### src/inc/erc_pkg.sv
// Package for the auxiliary regulator configuration controller.
// Assumes one core clock; mode codes come from the chip's mode state machine.
package erc_pkg;

  typedef enum logic [2:0] {
    ERC_MODE_INIT,
    ERC_MODE_NORMAL,
    ERC_MODE_STOP,
    ERC_MODE_SLEEP,
    ERC_MODE_RESTART,
    ERC_MODE_FAILSAFE
  } erc_mode_t;

  typedef enum logic [1:0] {
    ERC_CFG_NONE,
    ERC_CFG_INDEP,
    ERC_CFG_SHARE
  } erc_cfg_t;

  localparam logic       ERC_RST_ENABLE  = 1'b0;
  localparam logic       ERC_RST_FLAG    = 1'b0;
  localparam logic       ERC_VSEL_5V0    = 1'b0;
  localparam logic       ERC_VSEL_3V3    = 1'b1;
  localparam erc_cfg_t   ERC_RST_CFG     = ERC_CFG_NONE;

endpackage

### src/hdl/erc_ctrl.sv
// Auxiliary regulator configuration, lock, mode gating and flag logic.
// Assumes SPI writes arrive as one-cycle strobes with the written bits; nrst is power-on reset only.
`timescale 1ns/10ps
`default_nettype none
module erc_ctrl
  import erc_pkg::*;
(
  // Clock and power-on reset
  input  wire logic      core_clk,
  input  wire logic      nrst,
  // Soft reset and mode
  input  wire logic      soft_rst,
  input  wire erc_mode_t sbc_mode,
  // SPI control write strobe and bits
  input  wire logic      ctrl_wr,
  input  wire logic      wr_aux_out_enable,
  input  wire logic      wr_load_share_select,
  input  wire logic      wr_aux_voltage_select,
  input  wire logic      wr_load_share_stop_keep_on,
  input  wire logic      wr_aux_keep_on_supply_low,
  // SPI flag clear strobes
  input  wire logic      clr_overcurrent,
  input  wire logic      clr_undervoltage,
  // Analog status
  input  wire logic      shunt_at_threshold,
  input  wire logic      aux_out_low,
  input  wire logic      supply_low,
  // Control outputs
  output logic           aux_regulator_on,
  output logic           aux_current_limit,
  output logic           aux_voltage_3v3,
  output logic           spi_fail_set,
  // Readback
  output logic           aux_out_enable,
  output logic           load_share_select,
  output logic           load_share_stop_keep_on,
  output logic           aux_voltage_select,
  output logic           aux_keep_on_supply_low,
  output logic           aux_overcurrent_flag,
  output logic           aux_undervoltage_flag,
  output erc_cfg_t       cfg_locked
);

  //////////////////////////////////////////////////////////////////////////////
  // Block state
  typedef struct packed {
    erc_cfg_t cfg;
    logic     out_en;
    logic     ls_sel;
    logic     stp_on;
    logic     vsel;
    logic     vs_keep;
    logic     oc;
    logic     uv;
    logic     fail;
    logic     reg_on;
    logic     ilim;
  } erc_state_t;

  erc_state_t st;
  erc_state_t next_st;

  //////////////////////////////////////////////////////////////////////////////
  // Mode decode
  function automatic logic mode_is_normal(input erc_mode_t m);
    return (m == ERC_MODE_NORMAL);
  endfunction

  // Independent regulator off only in init and fail-safe
  function automatic logic indep_mode_ok(input erc_mode_t m);
    logic ok;
    case (m)
      ERC_MODE_INIT: begin
        ok = 1'b0;
      end
      ERC_MODE_NORMAL: begin
        ok = 1'b1;
      end
      ERC_MODE_STOP: begin
        ok = 1'b1;
      end
      ERC_MODE_SLEEP: begin
        ok = 1'b1;
      end
      ERC_MODE_RESTART: begin
        ok = 1'b1;
      end
      ERC_MODE_FAILSAFE: begin
        ok = 1'b0;
      end
      default: begin
        ok = 1'b0;
      end
    endcase
    return ok;
  endfunction

  // Sharing runs in normal, and in stop only when kept on
  function automatic logic share_mode_ok(input erc_mode_t m, input logic keep);
    logic ok;
    case (m)
      ERC_MODE_INIT: begin
        ok = 1'b0;
      end
      ERC_MODE_NORMAL: begin
        ok = 1'b1;
      end
      ERC_MODE_STOP: begin
        ok = keep;
      end
      ERC_MODE_SLEEP: begin
        ok = 1'b0;
      end
      ERC_MODE_RESTART: begin
        ok = 1'b0;
      end
      ERC_MODE_FAILSAFE: begin
        ok = 1'b0;
      end
      default: begin
        ok = 1'b0;
      end
    endcase
    return ok;
  endfunction

  //////////////////////////////////////////////////////////////////////////////
  // Configuration decode
  function automatic logic cfg_is_indep(input erc_cfg_t c);
    return (c == ERC_CFG_INDEP);
  endfunction

  function automatic logic cfg_is_share(input erc_cfg_t c);
    return (c == ERC_CFG_SHARE);
  endfunction

  // First select decides the lock; share select wins a tie
  function automatic erc_cfg_t first_select(
    input logic ls_bit,
    input logic en_bit
  );
    erc_cfg_t c;
    if (ls_bit) begin
      c = ERC_CFG_SHARE;
    end else if (en_bit) begin
      c = ERC_CFG_INDEP;
    end else begin
      c = ERC_CFG_NONE;
    end
    return c;
  endfunction

  // Locked sharing refuses a cleared select or a set enable
  function automatic logic share_write_refused(
    input logic ls_bit,
    input logic en_bit
  );
    return !ls_bit || en_bit;
  endfunction

  //////////////////////////////////////////////////////////////////////////////
  // Sticky flag, set wins over clear
  function automatic logic sticky_next(
    input logic cur,
    input logic set_ev,
    input logic clr_ev
  );
    logic res;
    res = cur;
    if (set_ev) begin
      res = 1'b1;
    end else if (clr_ev) begin
      res = 1'b0;
    end
    return res;
  endfunction

  //////////////////////////////////////////////////////////////////////////////
  // Decoded conditions
  logic normal;
  logic wr_take;
  logic indep_run;
  logic share_run;
  logic run_any;
  logic supply_ok;
  logic oc_set;
  logic uv_set;

  assign normal    = mode_is_normal(sbc_mode);
  // Writes only land in normal mode
  assign wr_take   = ctrl_wr && normal && !soft_rst;
  assign indep_run = cfg_is_indep(st.cfg)
                   && st.out_en
                   && indep_mode_ok(sbc_mode);
  assign share_run = cfg_is_share(st.cfg)
                   && st.ls_sel
                   && share_mode_ok(sbc_mode, st.stp_on);
  assign run_any   = indep_run || share_run;
  // Supply dip turns regulator off unless kept on
  assign supply_ok = !supply_low || st.vs_keep;
  assign oc_set    = cfg_is_indep(st.cfg) && shunt_at_threshold;
  assign uv_set    = indep_run && aux_out_low;

  //////////////////////////////////////////////////////////////////////////////
  // Next state
  always_comb begin
    next_st      = st;
    next_st.fail = 1'b0;
    if (soft_rst) begin
      // Control bits reset except share select, which is set when shared; lock held
      next_st.out_en  = ERC_RST_ENABLE;
      next_st.stp_on  = ERC_RST_ENABLE;
      next_st.vs_keep = ERC_RST_ENABLE;
      next_st.vsel    = ERC_VSEL_5V0;
      if (cfg_is_share(st.cfg)) begin
        next_st.ls_sel = 1'b1;
      end
    end else if (wr_take) begin
      next_st.stp_on  = wr_load_share_stop_keep_on;
      next_st.vs_keep = wr_aux_keep_on_supply_low;
      case (st.cfg)
        ERC_CFG_NONE: begin
          next_st.cfg = first_select(wr_load_share_select, wr_aux_out_enable);
          if (wr_load_share_select) begin
            next_st.ls_sel = 1'b1;
            next_st.out_en = 1'b0;
          end else if (wr_aux_out_enable) begin
            next_st.out_en = 1'b1;
            next_st.vsel   = wr_aux_voltage_select;
          end
        end
        ERC_CFG_INDEP: begin
          // Share select dropped, no failure
          next_st.out_en = wr_aux_out_enable;
          next_st.vsel   = wr_aux_voltage_select;
        end
        ERC_CFG_SHARE: begin
          // Voltage select has no effect here
          if (share_write_refused(wr_load_share_select, wr_aux_out_enable)) begin
            next_st.fail = 1'b1;
          end
        end
        default: begin
          next_st.cfg = ERC_CFG_NONE;
        end
      endcase
    end
    next_st.reg_on = run_any && supply_ok;
    next_st.ilim   = indep_run && shunt_at_threshold;
    next_st.oc     = sticky_next(st.oc, oc_set, clr_overcurrent);
    next_st.uv     = sticky_next(st.uv, uv_set, clr_undervoltage);
  end

  //////////////////////////////////////////////////////////////////////////////
  // Registers; only power-on reset clears the lock
  always_ff @(posedge core_clk or negedge nrst) begin
    if (!nrst) begin
      st     <= '0;
      st.cfg <= ERC_RST_CFG;
      st.oc  <= ERC_RST_FLAG;
      st.uv  <= ERC_RST_FLAG;
    end else begin
      st <= next_st;
    end
  end

  //////////////////////////////////////////////////////////////////////////////
  // Control outputs
  assign aux_regulator_on        = st.reg_on;
  assign aux_current_limit       = st.ilim;
  assign aux_voltage_3v3         = cfg_is_indep(st.cfg) && (st.vsel == ERC_VSEL_3V3);
  assign spi_fail_set            = st.fail;

  //////////////////////////////////////////////////////////////////////////////
  // Readback
  assign aux_out_enable          = st.out_en;
  assign load_share_select       = st.ls_sel;
  assign load_share_stop_keep_on = st.stp_on;
  assign aux_voltage_select      = st.vsel;
  assign aux_keep_on_supply_low  = st.vs_keep;
  assign aux_overcurrent_flag    = st.oc;
  assign aux_undervoltage_flag   = st.uv;
  assign cfg_locked              = st.cfg;

endmodule
`default_nettype wire

### config.mk
export PLATFORM = sky130hd
export DESIGN_NAME = erc_ctrl
export DESIGN_NICKNAME = d
export VERILOG_FILES = /design/src/inc/erc_pkg.sv /design/src/hdl/erc_ctrl.sv
export SDC_FILE = /design/constraint.sdc
export NUM_CORES = 1
export LEC_CHECK = 0
export ABC_AREA = 1
export BUFFER_PORTS_ARGS = -buffer_cell sky130_fd_sc_hd__clkbuf_2
export CORE_MARGIN = 2
export CORE_UTILIZATION = 36
export DETAILED_ROUTE_END_ITERATION = 8
export PLACE_DENSITY_LB_ADDON = 0.25
export SLEW_MARGIN = 20
export SYNTH_ARGS = -nofsm -noshare
export SYNTH_HDL_FRONTEND = slang
export SYNTH_SLANG_ARGS = --single-unit
export TNS_END_PERCENT = 100
### constraint.sdc
create_clock -name core_clk -period 2.91 [get_ports core_clk]
set_clock_uncertainty 0.15 [all_clocks]
set_input_delay 0.582 -clock core_clk [delete_from_list [all_inputs] [get_ports core_clk]]
set_output_delay 0.582 -clock core_clk [all_outputs]
set_load 0.005 [all_outputs]
==> results.sh, run 1 <==
export IMPL_grt_use_total=0.156
export IMPL_power_leakage_nw=0.507
export IMPL_layout_commonest_cell="clkbuf_2"
export IMPL_clk_latency_ps=280
export IMPL_final_util=0.506
export IMPL_drt_iter0_drc=8
export IMPL_synth_cell_types=19
export IMPL_worst_slew_pin_slew_ps=314
export IMPL_die_y_um=47.2
export IMPL_setup_violations=0
export IMPL_maxCapViolCount=0
export IMPL_ys_warn_count=0
export IMPL_fmax_ghz=0.510
export IMPL_status="completed"
export IMPL_die_area_sq_um=2220
export IMPL_cts_sinks=12
export IMPL_cts_path_max_buffers=2
export IMPL_hold_viol=0
export IMPL_antenna_found_initial=0
export IMPL_vdd_ir_drop_max_mv=0.312
export IMPL_seq_area_sq_um=300
export IMPL_layout_common_cells="clkbuf_2, inv_1, nand2_1"
export IMPL_hp_class="input port to async pin"
export IMPL_tns_ps=0
export IMPL_drive_gt1_frac=0.333
export IMPL_largest_reg_flops=2
export IMPL_post_cts_buffers=0
export IMPL_worstSetupPathType="flop to output pin"
export IMPL_clk_pin_slew_ps=90
export IMPL_core_sq_um=1750
export IMPL_crit_path_max_fanout=4
export IMPL_slew_headroom=0.791
export IMPL_nets=141
export IMPL_p_per_area_nw_per_um2=592
export IMPL_end_kind="output pin"
export IMPL_io_pins=30
export IMPL_synth_area_per_cell_sq_um=7.71
export IMPL_syn_cell_area_sq_um=671
export IMPL_rsz0062_at_grt="no"
export IMPL_yosys_register_bits=12
export IMPL_drtAntennaViolNets=0
export IMPL_start_util=0.384
export IMPL_routed_wl_um=1510
export IMPL_fin_crit_ps=1960
export IMPL_viasPerCell=4.63
export IMPL_area_delta_synth_final_pct=31.7
export IMPL_vias=672
export IMPL_multi_input_area_sq_um=293
export IMPL_crit_arrival_ps=1230
export IMPL_dr_pass1_iters=3
export IMPL_fill_cells=185
export IMPL_drc=0
export IMPL_cts_resized=0
export IMPL_rows=15
export IMPL_grt_pass1_vias=579
export IMPL_synth_nets=107
export IMPL_whs_ps=26.9
export IMPL_grt_max_degree=13
export IMPL_grt_overflow=0
export IMPL_required_ps=2180
export IMPL_root_buffer="clkbuf_4"
export IMPL_synthCells=87
export IMPL_die_x_um=47.2
export IMPL_cts_tree="done"
export IMPL_post_route_period_util=0.674
export IMPL_slew_viol_final=0
export IMPL_grt_pass1_wl_um=2390
export IMPL_diodes=0
export IMPL_cts_max_level=1
export IMPL_cts_buffers=3
export IMPL_place_congestion=0.821
export IMPL_cts_hold_buf=0
export IMPL_io_buffers=29
export IMPL_place_hpwl_um=1220
export IMPL_wl_per_cell_um=10.4
export IMPL_synth_seq_area_share=0.448
export IMPL_cp_start_kind="flop"
## per-stage QoR
step	cells	total power [W]	instance area (sq um)	setup WS, ps
after floorplan	87	0.000319	671	1440
after global placement	141	0.000384	847	1320
after detailed placement	141	0.000389	847	1280
after CTS	145	0.000525	883	961
after global routing	145	0.000562	883	850
final	145	0.000523	883	949
## Yosys cell counts
master / instances / area [sq um]
dfrtp_1: 12 / 300
nand3_1: 8 / 40.0
a22oi_1: 1 / 7.51
o21ai_0: 6 / 30.0
nand2_1: 15 / 56.3
inv_1: 17 / 63.8
nor3_1: 1 / 5.00
nor2_2: 1 / 6.26
inv_4: 1 / 6.26
nor2_1: 8 / 30.0
nand2_2: 1 / 6.26
nand2_4: 1 / 11.3
inv_2: 2 / 7.51
o22ai_1: 2 / 12.5
ha_1: 3 / 37.5
o21ai_1: 2 / 10.0
a21oi_1: 1 / 5.00
nand3_2: 1 / 10.0
nand4_1: 4 / 25.0
## final timing paths
check	slack, ps	cells past startpoint	to	start
min in group core_clk	340	2	aux_regulator_on	supply_low
worst max-delay path	950	5	aux_voltage_3v3	cfg_locked[1]
worst max register to register	1460	6	cfg_locked[1]	cfg_locked[1]
max in group asynchronous	2340	1	aux_voltage_select	nrst
worst min-delay path	30	1	load_share_select	nrst
worst min register to register	350	2	aux_voltage_select	aux_voltage_select
## cell type report
cell class	instances	area share
Clock buffer	4	0.0411
Inverter	20	0.0878
Multi-Input combinational cell	55	0.331
Sequential cell	12	0.340
Tap cell	25	0.0354
Timing Repair Buffer	29	0.164
## where the power goes
part	switching, W	internal [W]
registers	0.0000207	0.000193
clock network	0.0000596	0.0000760
logic	0.000102	0.0000716
total	0.000182	0.000341
## per-layer routing
layer,up-vias,track usage,wire length (um)
met5,-,0,0
met4,0,0.0667,27
met3,4,0.0346,60
met2,21,0.252,670
met1,297,0.200,746
li1,350,-,-
## logic make-up after synthesis
kind of cell	synth area share
AND/OR/NAND/NOR	0.284
flip-flops	0.448
adder cells (fa/ha/maj)	0.0560
buffers and inverters	0.116
AO/OA/AOI/OAI	0.0970
## worst max-delay path, cell delays in order, from the launching register on
cell	delay, ps
dfrtp_1	420
inv_1	110
ha_1	210
nand2_1	60
inv_1	50
clkbuf_2	100
(Power assumes the default switching activity.)
==> run 2: changes to the inputs <==
Settings changed: ABC_AREA 1 to 0.
Clock period 2.91 ns to 1.9 ns, I/O delays scaled along.
==> results.sh, run 2 <==
export IMPL_status="completed"
export IMPL_busiest_layer="met2"
export IMPL_setup_violations=0
export IMPL_post_cts_buffers=0
export IMPL_power_internal_w=0.000478
export IMPL_combPwrFrac=0.363
export IMPL_ys_flop_type="dfrtp_1"
export IMPL_ys_warn_count=0
export IMPL_io_pins=30
export IMPL_die_area_sq_um=2170
export IMPL_root_buffer="clkbuf_4"
export IMPL_required_ps=1370
export IMPL_fmax_ghz=0.558
export IMPL_clkPwrFrac=0.204
export IMPL_critical_path_endpoint="aux_voltage_3v3"
export IMPL_synth_compound_area_frac=0.117
export IMPL_synth_cell_types=26
export IMPL_synth_common_cells="dfrtp_1, inv_1, mux2i_1, nand2_1, o21ai_0"
export IMPL_grt_max_degree=13
export IMPL_vias=557
export IMPL_synth_nets=82
export IMPL_cpMaxStageDelayCell="dfrtp_1"
export IMPL_final_util=0.500
export IMPL_synth_seq_area_share=0.460
export IMPL_cp_start_kind="flop"
export IMPL_p_per_area_nw_per_um2=846
export IMPL_vdd_ir_drop_max_mv=0.430
export IMPL_largest_reg_flops=2
export IMPL_cpPeakStageDelay_ps=390
export IMPL_layout_common_cells="clkbuf_2, dfrtp_1, inv_1"
export IMPL_start_util=0.382
export IMPL_reg2reg_from="cfg_locked[1]"
export IMPL_area_delta_synth_final_pct=30.8
export IMPL_cts_sinks=12
export IMPL_synth_most_common_cell="dfrtp_1"
export IMPL_rr_worst_depth=5
export IMPL_routed_wl_um=1340
export IMPL_synthCells=62
export IMPL_sw_frac_of_total=0.338
export IMPL_cts_path_max_buffers=2
export IMPL_slew_headroom=0.797
export IMPL_setup_ws_ps=108
export IMPL_grt_use_total=0.148
export IMPL_switchingPower_w=0.000245
export IMPL_yosys_register_bits=12
export IMPL_synth_edf_count=0
export IMPL_place_hpwl_um=1100
export IMPL_place_ws_ps=170
export IMPL_synth_xor_area_frac=0
export IMPL_grtUsageMet2=0.247
export IMPL_synthArstFlopShare=1.00
export IMPL_slew_viol_final=0
export IMPL_end_kind="output pin"
export IMPL_fin_crit_ps=1790
export IMPL_synth_simple_gate_area_frac=0.209
export IMPL_synth_top_area_share=0.460
export IMPL_antenna_found_initial=0
export IMPL_viasPerCell=4.68
export IMPL_p_seq_frac=0.433
export IMPL_r2r_end="aux_out_enable"
export IMPL_dr_pass1_iters=3
export IMPL_rows=15
export IMPL_grt_pass1_wl_um=2220
export IMPL_worstSetupPathType="flop to output pin"
export IMPL_die_y_um=46.6
export IMPL_power_leakage_nw=0.443
export IMPL_synthMuxAreaShare=0.0996
export IMPL_grt_overflow=0
export IMPL_io_buffers=29
export IMPL_path_cells="inv_1 -> ha_1 -> and2_1 -> clkbuf_2"
export IMPL_drt_iter0_drc=4
export IMPL_clk_latency_ps=260
export IMPL_place_congestion=0.802
export IMPL_synth_top_area_cell="dfrtp_1"
export IMPL_synth_adder_area_share=0.0575
export IMPL_use_met3=0.0353
export IMPL_cts_tree="done"
export IMPL_core_sq_um=1710
export IMPL_nets=116
export IMPL_synth_area_leaders="dfrtp_1, mux2i_1, ha_1"
export IMPL_layout_commonest_cell="clkbuf_2"
export IMPL_maxCapViolCount=0
export IMPL_tns_ps=0
export IMPL_synth_top_family_by_area="simple AND/OR/NAND/NOR gates"
export IMPL_drtAntennaViolNets=0
export IMPL_startpoint="cfg_locked[1]"
export IMPL_synth_area_per_cell_sq_um=10.5
export IMPL_hp_class="input port to flop"
export IMPL_grt_use_met1=0.185
export IMPL_cts_buffers=3
export IMPL_hold_viol=0
export IMPL_cts_max_level=1
export IMPL_cts_resized=0
export IMPL_die_x_um=46.6
export IMPL_worst_slew_pin_slew_ps=304
export IMPL_crit_path_max_fanout=6
export IMPL_rsz0062_at_grt="no"
export IMPL_clk_pin_slew_ps=70
export IMPL_diodes=0
export IMPL_drc=0
export IMPL_r2r_setup_slack_ps=160
export IMPL_syn_cell_area_sq_um=653
export IMPL_post_route_period_util=0.943
export IMPL_wl_per_cell_um=11.3
export IMPL_total_power_w=0.000723
export IMPL_crit_arrival_ps=1260
export IMPL_grt_pass1_vias=533
export IMPL_drive_gt1_frac=0.394
run 2: how the worst min path moves through the flow:
stage / cells after the start / slack, ps / endpoint / start
after detailed placement: 1 / 130 / aux_undervoltage_flag / nrst
final: 2 / 130 / aux_regulator_on / supply_low
after global placement: 1 / 130 / aux_undervoltage_flag / nrst
after CTS: 2 / 130 / aux_regulator_on / supply_low
after global routing: 2 / 120 / aux_regulator_on / supply_low
after floorplan: 0 / -70 / aux_current_limit / nrst
run 2: per-stage QoR:
stage                     cells  area, sq um  hold WS (ps)
after detailed placement    115          822           132
final                       119          855           132
after global placement      115          822           133
after CTS                   119          855           127
after floorplan              62          653         -65.6
after global routing        119          855           116
run 2: worst max-delay path: cells and delay by family, from the launching register on:
| family | cells | cell delay [ps] |
|---|---|---|
| fa+ha+maj | 1 | 260 |
| buf+inv | 2 | 210 |
| flops | 1 | 390 |
| simple gates | 1 | 150 |
run 2: area by class of cell:
class | count | area, sq um
well taps | 25 | 31.3
multi-input cells | 42 | 315
clock buffers | 3 | 22.5
inverters | 6 | 22.5
fillers | 179 | 853
repair buffers | 31 | 163
flip-flops and latches | 12 | 300
run 2: cells by family (layout without fill, tap and decap cells):
logic type,Yosys count,in the layout
DFF,12,12
AOI/OAI and AO/OA,12,12
adders and majority gates,3,3
muxes,6,6
buffers and inverters,8,40
and+or+nand+nor,21,21
run 2: what timing repair did:
item                                   in CTS  in global routing
hold buffers                                1                  0
setup endpoints to repair                   0                  0
endpoints found under the hold margin      12                  0
run 2: layer usage:
metal | routed length, um | vias up
li1 | - | 280
met3 | 61 | 0
met4 | 0 | 0
met1 | 598 | 264
met5 | 0 | -
met2 | 685 | 13
run 2: power groups by stage:
| stage | Clock, W | Sequential [W] | Combinational, W |
|---|---|---|---|
| final | 0.000148 | 0.000313 | 0.000262 |
| after global routing | 0.000173 | 0.000320 | 0.000300 |
| after CTS | 0.000158 | 0.000313 | 0.000267 |
| after detailed placement | 0 | 0.000319 | 0.000265 |
| after global placement | 0 | 0.000317 | 0.000257 |
| after floorplan | 0 | 0.000321 | 0.000164 |
